## src/ewd_pkg.sv

```systemverilog
package ewd_pkg;

  // ==========================================================================
  // control register bit positions
  localparam int BIT_IRQ_FLAG = 7;
  localparam int BIT_IRQ_EN = 6;
  localparam int BIT_SEL3 = 5;
  localparam int BIT_UNLOCK = 4;
  localparam int BIT_RST_EN = 3;
  localparam int BIT_SEL2 = 2;
  localparam int BIT_SEL1 = 1;
  localparam int BIT_SEL0 = 0;

  // ==========================================================================
  // reset values and limits
  localparam logic [3:0] SEL_RESET = 4'h0;
  localparam logic [3:0] SEL_MAX = 4'h9;
  localparam int BASE_CYCLES_LOG2 = 11;
  localparam int CNT_W = 21;

  // ==========================================================================
  // unlock window in cpu clock cycles
  localparam logic [2:0] UNLOCK_CYCLES = 3'h4;

  // ==========================================================================
  // oscillator rate in kHz and cpu clock rate in kHz
  localparam int OSC_KHZ = 128;
  localparam int CLK_KHZ = 25000;

  typedef enum logic [1:0] {
    ewd_stopped_type_e,
    ewd_irq_type_e,
    ewd_reset_type_e,
    ewd_both_type_e
  } ewd_mode_type;

endpackage
```

## src/ewd_core.sv

```systemverilog
`timescale 1ns/10ps

// Notes on behaviour
// - counter advances on oscillator ticks only
// - expiry gives interrupt or reset per mode
// - restart instruction clears counter to zero
// - ten periods selectable, 2K to 1024K ticks
// - interrupt mode flags interrupt, no reset
// - reset mode pulses system reset on expiry
// - combined mode: interrupt first, then reset
// - fuse forces reset mode
// - fuse holds reset enable one, irq enable zero
// - clearing enable or new select needs unlock
// - enable stays set after watchdog reset
// - unlock bit self-clears after four cycles
// - reset flag forces enable to one
// - irq flag set on expiry, cleared by vector/one
// - combined-mode vector clears irq enable and flag
module ewd_core import ewd_pkg::*; #(
  parameter int OSC_DIV = (CLK_KHZ + OSC_KHZ - 1) / OSC_KHZ
) (
  // clock and reset
  input wire logic clk,
  input wire logic rst,
  // fuse, programmed when high
  input wire logic always_on_fuse,
  // control write port
  input wire logic ctrl_wr,
  input wire logic [7:0] ctrl_wdata,
  // restart instruction and vector execution
  input wire logic restart,
  input wire logic vector_ack,
  // reset flag register interface
  input wire logic reset_flag_clr,
  input wire logic reset_flag_in,
  // status outputs
  output logic [7:0] ctrl_rdata,
  output logic watchdog_reset_flag,
  output logic irq,
  output logic sys_reset
);

  // ==========================================================================
  // state
  logic reset_mode_enable_reg;
  logic reset_mode_enable_next;
  logic timeout_irq_enable_reg;
  logic timeout_irq_enable_next;
  logic timeout_irq_flag_reg;
  logic timeout_irq_flag_next;
  logic [3:0] timeout_select_field_reg;
  logic [3:0] timeout_select_field_next;
  logic change_unlock_bit_reg;
  logic [2:0] unlock_cnt_reg;
  logic [2:0] unlock_cnt_next;
  logic [CNT_W-1:0] count_reg;
  logic [CNT_W-1:0] count_next;
  logic reset_flag_reg;
  logic reset_flag_next;
  logic irq_next;
  logic [7:0] rdata_next;
  logic osc_tick;
  ewd_mode_type mode;

  // ==========================================================================
  // oscillator tick source
  ewd_osc_tick #(
    .DIV(OSC_DIV)
  ) ewd_osc_tick_i (
    .clk(clk),
    .rst(rst),
    .tick(osc_tick)
  );

  // ==========================================================================
  // write decode
  wire wr_unlock = ctrl_wdata[BIT_UNLOCK];
  wire wr_en = ctrl_wdata[BIT_RST_EN];
  wire wr_ie = ctrl_wdata[BIT_IRQ_EN];
  wire [3:0] wr_sel = {ctrl_wdata[BIT_SEL3], ctrl_wdata[BIT_SEL2], ctrl_wdata[BIT_SEL1], ctrl_wdata[BIT_SEL0]};
  wire start_unlock = ctrl_wr & wr_unlock & wr_en;
  wire unlocked_wr = ctrl_wr & ~wr_unlock & change_unlock_bit_reg;
  wire plain_wr = ctrl_wr & ~start_unlock & ~unlocked_wr;

  // ==========================================================================
  // operating mode

  // effective enables under the fuse, then mode decode
  wire eff_en = reset_mode_enable_reg | always_on_fuse;
  wire eff_ie = timeout_irq_enable_reg & ~always_on_fuse;
  always_comb begin
    unique case ({eff_en, eff_ie})
      2'b00: mode = ewd_stopped_type_e;
      2'b01: mode = ewd_irq_type_e;
      2'b10: mode = ewd_reset_type_e;
      2'b11: mode = ewd_both_type_e;
    endcase
  end

  // ==========================================================================
  // time-out compare against selected period
  wire [4:0] shift_amt = 5'(BASE_CYCLES_LOG2) + {1'b0, timeout_select_field_reg};
  wire [CNT_W:0] limit = (CNT_W + 1)'(1) << shift_amt;
  wire expire = osc_tick & ({1'b0, count_reg} == limit - (CNT_W + 1)'(1));
  wire running = (mode != ewd_stopped_type_e);

  // counter clears on restart, while stopped, and at expiry
  wire count_clear = restart | ~running | expire;

  // counter: advance on oscillator tick only
  assign count_next = count_clear ? '0 :
    (osc_tick ? count_reg + CNT_W'(1) : count_reg);

  // ==========================================================================
  // control bits

  // reset enable: forced by flag or fuse, cleared only via unlock
  always_comb begin
    reset_mode_enable_next = reset_mode_enable_reg;
    if (start_unlock)
      reset_mode_enable_next = 1'b1;
    else if (unlocked_wr)
      reset_mode_enable_next = wr_en;
    else if (plain_wr & wr_en)
      reset_mode_enable_next = 1'b1; // setting needs no unlock
    if (reset_flag_reg | always_on_fuse)
      reset_mode_enable_next = 1'b1;
  end

  // select changes only through unlock
  assign timeout_select_field_next = (unlocked_wr && wr_sel <= SEL_MAX) ? wr_sel :
    timeout_select_field_reg;

  // ==========================================================================
  // interrupt

  // irq enable: free write, cleared by combined-mode vector, zero under fuse
  always_comb begin
    timeout_irq_enable_next = ctrl_wr ? wr_ie : timeout_irq_enable_reg;
    if (vector_ack & reset_mode_enable_reg)
      timeout_irq_enable_next = 1'b0;
    if (always_on_fuse)
      timeout_irq_enable_next = 1'b0;
  end

  // irq flag: set wins over clear
  wire irq_set = expire & eff_ie;
  wire irq_clr = vector_ack | (ctrl_wr & ctrl_wdata[BIT_IRQ_FLAG]);
  assign timeout_irq_flag_next = irq_set | (timeout_irq_flag_reg & ~irq_clr);

  // unlock timer: bit clears four cycles after being set, or once spent
  assign unlock_cnt_next = start_unlock ? UNLOCK_CYCLES :
    (unlocked_wr ? 3'h0 :
    (unlock_cnt_reg != 3'h0 ? unlock_cnt_reg - 3'h1 : 3'h0));

  // ==========================================================================
  // time-out action

  // in combined mode the first expiry only flags, a later one resets
  wire irq_first = eff_ie & ~timeout_irq_flag_reg;
  wire fire_reset = expire & eff_en & ~irq_first;

  // reset flag: set by expiry or from outside, set wins over clear
  assign reset_flag_next = fire_reset | (reset_flag_reg & ~reset_flag_clr) | reset_flag_in;

  // interrupt line follows the flag gated by the enable of the same cycle
  assign irq_next = timeout_irq_flag_next & timeout_irq_enable_next;

  // readback image shows the state after this cycle's update
  assign rdata_next = {
    timeout_irq_flag_next,
    timeout_irq_enable_next,
    timeout_select_field_next[3],
    (unlock_cnt_next != 3'h0),
    reset_mode_enable_next,
    timeout_select_field_next[2:0]
  };

  // ==========================================================================
  // registers

  // watchdog counter
  always_ff @(posedge clk) begin
    if (rst) begin
      count_reg <= '0;
    end else begin
      count_reg <= count_next;
    end
  end

  // unlock window counter
  always_ff @(posedge clk) begin
    if (rst) begin
      unlock_cnt_reg <= 3'h0;
    end else begin
      unlock_cnt_reg <= unlock_cnt_next;
    end
  end

  // unlock bit, high while the window is open
  always_ff @(posedge clk) begin
    if (rst) begin
      change_unlock_bit_reg <= 1'h0;
    end else begin
      change_unlock_bit_reg <= (unlock_cnt_next != 3'h0);
    end
  end

  // interrupt enable
  always_ff @(posedge clk) begin
    if (rst) begin
      timeout_irq_enable_reg <= 1'h0;
    end else begin
      timeout_irq_enable_reg <= timeout_irq_enable_next;
    end
  end

  // interrupt flag
  always_ff @(posedge clk) begin
    if (rst) begin
      timeout_irq_flag_reg <= 1'h0;
    end else begin
      timeout_irq_flag_reg <= timeout_irq_flag_next;
    end
  end

  // period select
  always_ff @(posedge clk) begin
    if (rst) begin
      timeout_select_field_reg <= SEL_RESET;
    end else begin
      timeout_select_field_reg <= timeout_select_field_next;
    end
  end

  // reset enable survives system reset, cleared at power-up by rst
  always_ff @(posedge clk) begin
    if (rst) begin
      reset_mode_enable_reg <= 1'h0;
    end else begin
      reset_mode_enable_reg <= reset_mode_enable_next;
    end
  end

  // reset flag survives system reset, cleared at power-up by rst
  always_ff @(posedge clk) begin
    if (rst) begin
      reset_flag_reg <= 1'h0;
    end else begin
      reset_flag_reg <= reset_flag_next;
    end
  end

  // one-cycle system reset pulse
  always_ff @(posedge clk) begin
    if (rst) begin
      sys_reset <= 1'h0;
    end else begin
      sys_reset <= fire_reset;
    end
  end

  // interrupt request line
  always_ff @(posedge clk) begin
    if (rst) begin
      irq <= 1'h0;
    end else begin
      irq <= irq_next;
    end
  end

  // control register read back
  always_ff @(posedge clk) begin
    if (rst) begin
      ctrl_rdata <= 8'h00;
    end else begin
      ctrl_rdata <= rdata_next;
    end
  end

  // reset flag read back
  always_ff @(posedge clk) begin
    if (rst) begin
      watchdog_reset_flag <= 1'h0;
    end else begin
      watchdog_reset_flag <= reset_flag_next;
    end
  end

endmodule // ewd_core

```

## src/ewd_osc_tick.sv

```systemverilog
`timescale 1ns/10ps

// divides the cpu clock down to one pulse per low-frequency oscillator cycle
module ewd_osc_tick import ewd_pkg::*; #(
  parameter int DIV = (CLK_KHZ + OSC_KHZ - 1) / OSC_KHZ
) (
  // clock and reset
  input wire logic clk,
  input wire logic rst,
  // tick out
  output logic tick
);

  logic [15:0] cnt_reg;
  logic [15:0] cnt_next;
  wire wrap = (cnt_reg == 16'(DIV - 1));

  // free running divider
  assign cnt_next = wrap ? 16'h0000 : cnt_reg + 16'h0001;

  // count and pulse
  always_ff @(posedge clk) begin
    if (rst) begin
      cnt_reg <= 16'h0000;
      tick <= 1'b0;
    end else begin
      cnt_reg <= cnt_next;
      tick <= wrap;
    end
  end

endmodule // ewd_osc_tick

```

## config.mk

```make
export PLATFORM = sky130hd
export DESIGN_NAME = ewd_core
export DESIGN_NICKNAME = d
export VERILOG_FILES = /design/src/ewd_pkg.sv /design/src/ewd_core.sv /design/src/ewd_osc_tick.sv
export SDC_FILE = /design/constraint.sdc
export NUM_CORES = 1
export LEC_CHECK = 0
export ABC_AREA = 1
export BUFFER_PORTS_ARGS = -buffer_cell sky130_fd_sc_hd__buf_2
export CAP_MARGIN = 10
export CORE_UTILIZATION = 45
export CTS_BUF_LIST = sky130_fd_sc_hd__clkbuf_2
export CTS_CLUSTER_DIAMETER = 80
export DETAILED_ROUTE_END_ITERATION = 8
export SLEW_MARGIN = 0
export SYNTH_ARGS = -nofsm -noshare
export SYNTH_HDL_FRONTEND = slang
export SYNTH_SLANG_ARGS = --single-unit
```

## constraint.sdc

```tcl
create_clock -name clk -period 2.7 [get_ports clk]
set_input_delay 0.135 -clock clk [delete_from_list [all_inputs] [get_ports clk]]
set_output_delay 0.135 -clock clk [all_outputs]
set_load 0.005 [all_outputs]
```

Yosys cells after proc, flatten, opt, wreduce, memory -nomap -nowiden:

Index checks and enable logic that the tools add are counted.

* $mul: 0
* divide/modulo/power cells: 0
* equality and inequality tests: 5
* reductions and logical operators: 7
* order comparisons: 1
* $add $sub $neg: 5
* multiplexer cells: 12
* shift operators: 1
* bitwise gates (word level): 35

Operators with widths (count)
* equality test 21 x 22 -> 1 bit: 1
* left shift 1 x 5 -> 22 bit (first input constant): 1
* subtractor 22 x 1 -> 22 bit (second input constant): 1
* adder 21 x 1 -> 21 bit (second input constant): 1
* AND 1 bit: 18
* adder 16 x 1 -> 16 bit (second input constant): 1
* equality test 16 x 8 -> 1 bit (second input constant): 1
* two-way mux 3 bit: 3
* inverter 1 bit: 9
* OR 1 bit: 8
* case mux 2 bit (4 select lines): 1
* two-way mux 1 bit: 7
* nonzero test 3 bit: 2
* adder 4 x 4 -> 5 bit (first input constant): 1
* equality test 2 bit (second input constant): 2
* <= comparator 4 bit (second input constant): 1
* two-way mux 4 bit: 1
* OR reduction 2 bit: 2
* subtractor 3 x 1 -> 3 bit (second input constant): 1
* equality test 2 x 1 -> 1 bit (second input constant): 1
* logical NOT 2 bit: 1
* nonzero test 2 bit: 1
* logical AND 1 bit: 1

* ROM bits: 0
* bits in latches: 0
* bits in registers: 60
* word-level logic and storage cells: 79
* output and inout port bits: 11
* bits in writable memories: 0
* memories kept: 0

Longest topological paths before layout:

Gate-level depths: netlist (run 1).

* word-level depth: 10
* depth in mapped cells: 19
* gate-level depth less buffers: 17

Cells and area by module:

From an unflattened synthesis (run 1), not the netlist that was laid out.

* cells, all modules: 515
* area, all modules: 3382.0 µm²

Modules (own cells, without submodules)
* ewd_core: area an instance 2501.1 µm², cells each 385, instances 1
* ewd_osc_tick: area an instance 880.8 µm², cells each 130, instances 1

Least setup slack after synthesis (run 1):

No wires, ideal clock.

* path kind: reg-to-reg
* from: register timeout_select_field_reg[2]
* to: register count_reg[20]
* data required time: 2.584 ns
* data arrival time: 2.260 ns
* path slack: 0.324 ns
* stages on the path, launching flop included: 18
* period minus slack after synthesis: 2.376 ns
* setup time: 0.116 ns
* cells stage by stage: dfxtp_1 -> inv_1 -> ha_1 -> inv_1 -> nor2_1 -> nand3_1 -> nand2_2 -> nor2_4 -> nand3_1 -> nand2_1 -> nand2_1 -> nor2_1 -> nand2_1 -> nor2_2 -> nand2_2 -> nand2_2 -> buf_6 -> nor2_1

* cells in the longest elaborated chain, start to end: 7

Ends and longest elaborated chain
* from (decl): RTL line ewd_core.sv:51 `logic [3:0] timeout_select_field_reg;`
* from (signal assigned): RTL line ewd_core.sv:232 `timeout_select_field_reg <= timeout_select_field_next;`
* adder 4 x 4 -> 5 bit: RTL line ewd_core.sv:102 `wire [4:0] shift_amt = 5'(BASE_CYCLES_LOG2) + {1'b0, timeout_select_field_reg};`
* left shift 1 x 5 -> 22 bit: RTL line ewd_core.sv:103 `wire [CNT_W:0] limit = (CNT_W + 1)'(1) << shift_amt;`
* subtractor 22 x 1 -> 22 bit: RTL line ewd_core.sv:104 `wire expire = osc_tick & ({1'b0, count_reg} == limit - (CNT_W + 1)'(1));`
* equality test 21 x 22 -> 1 bit: RTL line ewd_core.sv:104
* AND 1 bit: RTL line ewd_core.sv:104
* OR 1 bit: RTL line ewd_core.sv:108 `wire count_clear = restart | ~running | expire;`
* OR reduction 2 bit (no source line)
* to (signal assigned): RTL line ewd_core.sv:187 `count_reg <= count_next;`
* to (decl): RTL line ewd_core.sv:56 `logic [CNT_W-1:0] count_reg;`

No other way between the ends.
A chain may end at the register's enable or synchronous reset.

Final worst setup path (run 1):

* from: register timeout_select_field_reg[1]
* to: register count_reg[12]

The elaborated chain is that of the path after synthesis.

==> run metrics, run 1 <==
status finished clean; most common cell after layout, fill and taps aside nand2_1; Max Cap Viol 0; GRT overflow 0; Worst Tran Pin Value approximately 0.55 ns; Synth area leaders dfxtp_1, nand2_1, nor2_1; Fin. Hold Viols 0; crit end category flop; ANT cells 0; GRT Util Overall about 20%; H-tree Lvls 2; max reg flops 21; CTS Buffer Depth 2; worst IR drop on VDD just under 300 µV; Cell Area, Synth 3214 µm²; # IOs 27; Post-Layout Inst Area ~3700 µm²; cell taking the most area after synthesis dfxtp_1; CTS Buf Count 5; Worst Skew roughly 0.029 ns; drt pass-1 iters 4; WL per Instance 11.32 µm; CP max FO 21; first-pass GRT wire length approximately 12000 µm; Via density about 4.8; number of port buffers 26; CTS tree built; critical path class reg -> reg; vias 2975; Layout Cells excl Fill 620; PwrDens about 370 nW/µm²; drt drc 0; placed cell count a little under 600; Core ar. 6832 µm²; Detailed Place HPWL 5349 µm; routed wire length between 7000 and 8000 µm; relative slew slack 63.53%; post-route clock period utilization between 90% and 100%; library cells used by synthesis 37; share of cells above drive strength 1 about 17%; num rows 30; vias in the first global route ~2700; Arr. time, crit path approximately 2.9 ns; Fmax 400.4 MHz; gpl congestion between 0.8 and 0.9; startpoint types flop; Req. time, crit path 3.06 ns; synthesized flop and latch total between 50 and 60; sequential area share after synthesis 32.39%; Min Clock Period, post-route between 2 and 2.5 ns; Post-DRT Antenna Nets 0; fin. max-slew vios 0; number of setup violations in the final report 0; 1st-iter DRT viols 91; Synth top area share 32.39%; Leak Pwr between 1.5 and 2 nW; clk_lat worst skew 0.45 ns; dpl cell area ~3500 µm²; Worst Hold Class in -> reg; most frequent cells in the layout nand2_1, nor2_1, inv_1; largest net degree at the start of global routing 22; # clock sinks 52; Ys Warns 0; CTS root buf clkbuf_2; Initial Util a little under half; Worst-path clk slew around 0.28 ns; DIE HEIGHT a little under 90 µm; Layout area overhead 15.03%; initial antenna violation count 0; Avg Cell Area, Syn approximately 6.7 µm²; Post-Synthesis Cells ~480; Final #Nets ~550; die area between 7000 and 8000 µm²; Die Wd 86.52 µm
## cell type report
class	instances	area (µm²)
clock buffer	6	30.03
clock inverter	2	38.79
fill	700	3134
inverter	65	244.0
multi-input combinational	352	1886
sequential	52	1044
tap	96	120.1
timing repair buffer	47	335.3
## final timing paths
| path | start | end | slack [ns] | depth (start not counted) |
|---|---|---|---|---|
| setup / recovery | timeout_select_field_reg[1]$_SDFFE_PP0P_ | count_reg[12]$_SDFFE_PP0P_ | 0.20 | 18 |
| setup reg to reg | timeout_select_field_reg[1]$_SDFFE_PP0P_ | count_reg[12]$_SDFFE_PP0P_ | 0.20 | 18 |
| hold reg to reg | ewd_osc_tick_i.cnt_reg[0]$_SDFF_PP0_ | ewd_osc_tick_i.cnt_reg[0]$_SDFF_PP0_ | 0.47 | 1 |
| hold / removal | restart | count_reg[16]$_SDFFE_PP0P_ | 0.08 | 5 |
## cell families after synthesis
family | count (synthesis) | share of synthesized area [%]
buffers and inverters | 76 | 9.926
XOR/XNOR | 25 | 6.812
AO/OA/AOI/OAI | 38 | 7.007
adder cells (fa/ha/maj) | 7 | 2.725
AND/OR/NAND/NOR | 280 | 41.03
other | 1 | 0.1167
flip-flops | 52 | 32.39
## timing repair
action,4_1_cts,5_1_grt
buffers inserted,0,1
resized for setup,0,11
setup endpoints to repair,0,21
hold buffers,14,0
hold endpoints to repair,14,0
## Yosys cell counts (all sizes together)
| cell | n |
|---|---|
| nand2 | 120 |
| nor2 | 77 |
| inv | 64 |
| dfxtp | 52 |
| nand3 | 42 |
| xor2 | 19 |
| a21oi | 16 |
| nand4 | 12 |
| nor3 | 11 |
| o21ai | 11 |
| nor4 | 10 |
| buf | 7 |
| ha | 7 |
| xnor2 | 6 |
| or2 | 5 |
| a31oi | 4 |
| clkbuf | 4 |
| nor3b | 2 |
| o31ai | 2 |
| a211oi | 1 |
| a221oi | 1 |
| clkinv | 1 |
| conb | 1 |
| nand3b | 1 |
| o21bai | 1 |
| o22ai | 1 |
| o311ai | 1 |
## critical path, cell delays in order, from the launching register on
cell,delay [ns]
dfxtp_2,0.42
nor2_4,0.05
ha_2,0.37
nand2_1,0.10
nor2_4,0.16
nand3_4,0.12
inv_2,0.12
nand2_1,0.06
nand2_1,0.05
nand2_1,0.04
nand2_1,0.05
nand2_1,0.06
nor2_1,0.12
nand3_1,0.09
nor2_2,0.17
nand2_2,0.10
nand2_2,0.08
buf_12,0.16
nor2_1,0.05
## metrics by stage
stage          setup slack, ns  total power [mW]  hold slack, ns  utilization [%]  setup TNS, ns
5_1_grt              -0.002330             1.445         0.08205            54.12      -0.002330
6_report                0.2026             1.374         0.08405            54.12              0
3_5_place_dp            0.2099            0.9490          0.4081            50.51              0
2_1_floorplan           0.3245            0.9123          0.2829                -              0
3_3_place_gp            0.2532            0.9480          0.4032            50.51              0
4_1_cts                 0.1451             1.385         0.07490            53.57              0
## routing by layer
metal	vias to the layer above	global-route usage, %	part of all wire [%]
li1	1608	-	-
met3	12	2.952	2.5
met2	39	33.48	46
met5	-	0	0
met1	1316	26.48	50
met4	0	6.212	1.6
## report_power, final
part           internal, mW  leakage, nW  switching (mW)
logic                0.0709         1.12          0.0982
registers             0.781        0.421         0.00758
clock network         0.164       0.0436           0.253
Power figures use the tool's default switching activity.
==> run 2, diff against run 1 <==
--- a/config.mk
+++ b/config.mk
@@ -8,10 +8,15 @@
 export ABC_AREA = 1
 export BUFFER_PORTS_ARGS = -buffer_cell sky130_fd_sc_hd__buf_2
 export CAP_MARGIN = 10
-export CORE_UTILIZATION = 45
+export CELL_PAD_IN_SITES_DETAIL_PLACEMENT = 1
+export CELL_PAD_IN_SITES_GLOBAL_PLACEMENT = 1
+export CORE_MARGIN = 8
+export CORE_UTILIZATION = 44
 export CTS_BUF_LIST = sky130_fd_sc_hd__clkbuf_2
 export CTS_CLUSTER_DIAMETER = 80
 export DETAILED_ROUTE_END_ITERATION = 8
+export GPL_TIMING_DRIVEN = 0
+export PLACE_DENSITY_LB_ADDON = 0.1
 export SLEW_MARGIN = 0
 export SYNTH_ARGS = -nofsm -noshare
 export SYNTH_HDL_FRONTEND = slang
==> run metrics, run 2 (synthesis results as in run 1) <==
register-to-register setup slack 0.11 ns (-0.09 ns); worst slack at placement -0.1553 ns (-0.3652 ns); hold_sp ctrl_wr; most common cell after layout, fill and taps aside nand2_1; clk_lat worst skew 0.45 ns (about the same); share of cells above drive strength 1 19.25% (+2.5 points); drt drc 0 (unchanged); relative slew slack 56.76% (-6.8 points); Layout area overhead 20.79%; largest net degree at the start of global routing 17 (-23%); Worst-path clk slew 0.30 ns (+0.02 ns); Total Power 1.426 mW (+3.8%); crit end category flop; CTS Buffer Depth 2 (unchanged); initial antenna violation count 0 (unchanged); Detailed Place HPWL 6643 µm (+24%); routed wire length 9105 µm (+30%); CTS Buf Count 5 (unchanged); crit path cell chain clkinvlp_4 > ha_4 > nand2_4 > nor2_4 > nand3_4 > inv_4 > nand2_1 > nand2_1 > nand2_1 > nand2_1 > nand2_1 > nor2_1 > nand3_1 > nor2_2 > nand2_2 > nand2_4 > clkbuf_16 > nor2_2; Via density 5.090 (+6.1%); Worst Tran Pin Value 0.6405 ns (+0.09478 ns); vias in the first global route 3278 (+20%); Max Cap Viol 0 (unchanged); GRT Util Overall 17.70% (-2.3 points); 1st-iter DRT viols 63 (-31%); # IOs 27 (unchanged); Initial Util 44.80% (-2.3 points); FF/Latch Area 1047 µm² (+0.36%); Die Wd 101.5 µm (+17%); Leak Pwr 1.660 nW (+4.8%); Fin. Hold Viols 0 (unchanged); Worst path slowest cell dfxtp_4; Final #Nets 557 (+2.0%); most frequent cells in the layout nand2_1, nor2_1, inv_1; # fillers 994 (+42%); Core ar. 7176 µm² (+5.0%); die area 10300 µm² (+38%); H-tree Lvls 2 (unchanged); Min Clock Period, post-route 2.590 ns (+0.09275 ns); post-route clock period utilization 95.93% (+3.4 points); first-pass GRT wire length 14830 µm (+24%); Worst Skew 0.02761 ns (-0.001427 ns); RSZ-0062 raised after global routing yes; setup slack after layout 0.1099 ns (-0.09275 ns); Fmax 386.1 MHz (-3.6%); num rows 31 (+3.3%); CTS root buf clkbuf_2; WHS 0.04258 ns (-0.04147 ns); Most Frequent Cell on Critical Path nand2_1; vias 3227 (+8.5%); PwrDens 367.3 nW/µm² (-1.2%); reg2reg start timeout_select_field_reg[2]$_SDFFE_PP0P_; gpl congestion 0.8183 (-5.3%); WL per Instance 14.36 µm (+27%); CP max stage delay 0.45 ns (+0.03 ns); dpl cell area 3467 µm² (+0.47%); largest delay contributor family on the critical path simple AND/OR/NAND/NOR gates; critical path class reg -> reg; Crit. Startpoint timeout_select_field_reg[2]$_SDFFE_PP0P_; CP max FO 5 (-76%); DIE HEIGHT 101.5 µm (+17%); number of port buffers 25 (-3.8%); worst path bufs/invs 3 (+1); Req. time, crit path 3.07 ns (about the same); Post-Layout Inst Area 3882 µm² (+5.0%); max reg flops 21 (unchanged); ANT cells 0 (unchanged); Worst Hold Class in -> reg; worst IR drop on VDD 279.3 µV (-4.5%); area of the multi-input gates 1938 µm² (+2.8%); CTS tree built; Post-DRT Antenna Nets 0 (unchanged); # clock sinks 52 (unchanged); number of setup violations in the final report 0 (unchanged); fin. max-slew vios 0 (unchanged); GRT overflow 0 (unchanged); Arr. time, crit path 2.96 ns (+0.10 ns); status finished clean; drt pass-1 iters 4 (unchanged); startpoint types flop
-- run 2: per-stage QoR --
step / setup TNS [ns] / util, % / std cells
6_report: 0 / 54.11 / 634
3_3_place_gp: -1.634 / 48.32 / 604
5_1_grt: -0.3763 / 54.11 / 634
2_1_floorplan: 0 / - / 480
3_5_place_dp: -2.722 / 48.32 / 604
4_1_cts: 0 / 51.54 / 625
-- run 2: layout make-up --
cell class                      count  share of cell area, %
Multi-Input combinational cell    352                  49.92
Sequential cell                    52                  26.97
Timing Repair Buffer               48                  9.475
Inverter                           65                  6.445
Tap cell                           99                  3.190
Buffer                             10                  2.256
Clock inverter                      3                  1.096
Clock buffer                        5                 0.6445
-- run 2: final timing paths --
kind	cells after the start	endpoint
max	18	count_reg[15]$_SDFFE_PP0P_
min	5	irq$_SDFF_PP0_
max reg2reg	18	count_reg[15]$_SDFFE_PP0P_
min reg2reg	1	ewd_osc_tick_i.cnt_reg[0]$_SDFF_PP0_
-- run 2: power breakdown --
part           internal (mW)  total (mW)  leakage, nW  switching, mW
logic                 0.0916       0.211         1.20          0.119
registers              0.781       0.789        0.422        0.00886
clock network          0.155       0.426       0.0406          0.270
total                   1.03        1.43         1.66          0.399
-- run 2: what timing repair did --
item                                   4_1_cts  5_1_grt
pin swaps                                    0       13
buffers inserted                             0        7
gates cloned                                 0        2
hold buffers                                14        0
endpoints found under the hold margin       10        0
gates resized for setup                      8       22
setup endpoints to repair                   21       20
-- run 2: routing by layer --
metal | global-route usage (%) | part of all wire (%)
met5 | 0 | 0
met4 | 4.926 | 1.4
met3 | 3.093 | 2.7
met2 | 32.29 | 51
met1 | 20.56 | 45
-- run 2: tightest hold or removal path: cells and delay by family --
kind                   cells  cell delay [ns]
and+or+nand+nor            2             0.14
buffers and inverters      1             0.12
AOI/OAI and AO/OA          2             0.11
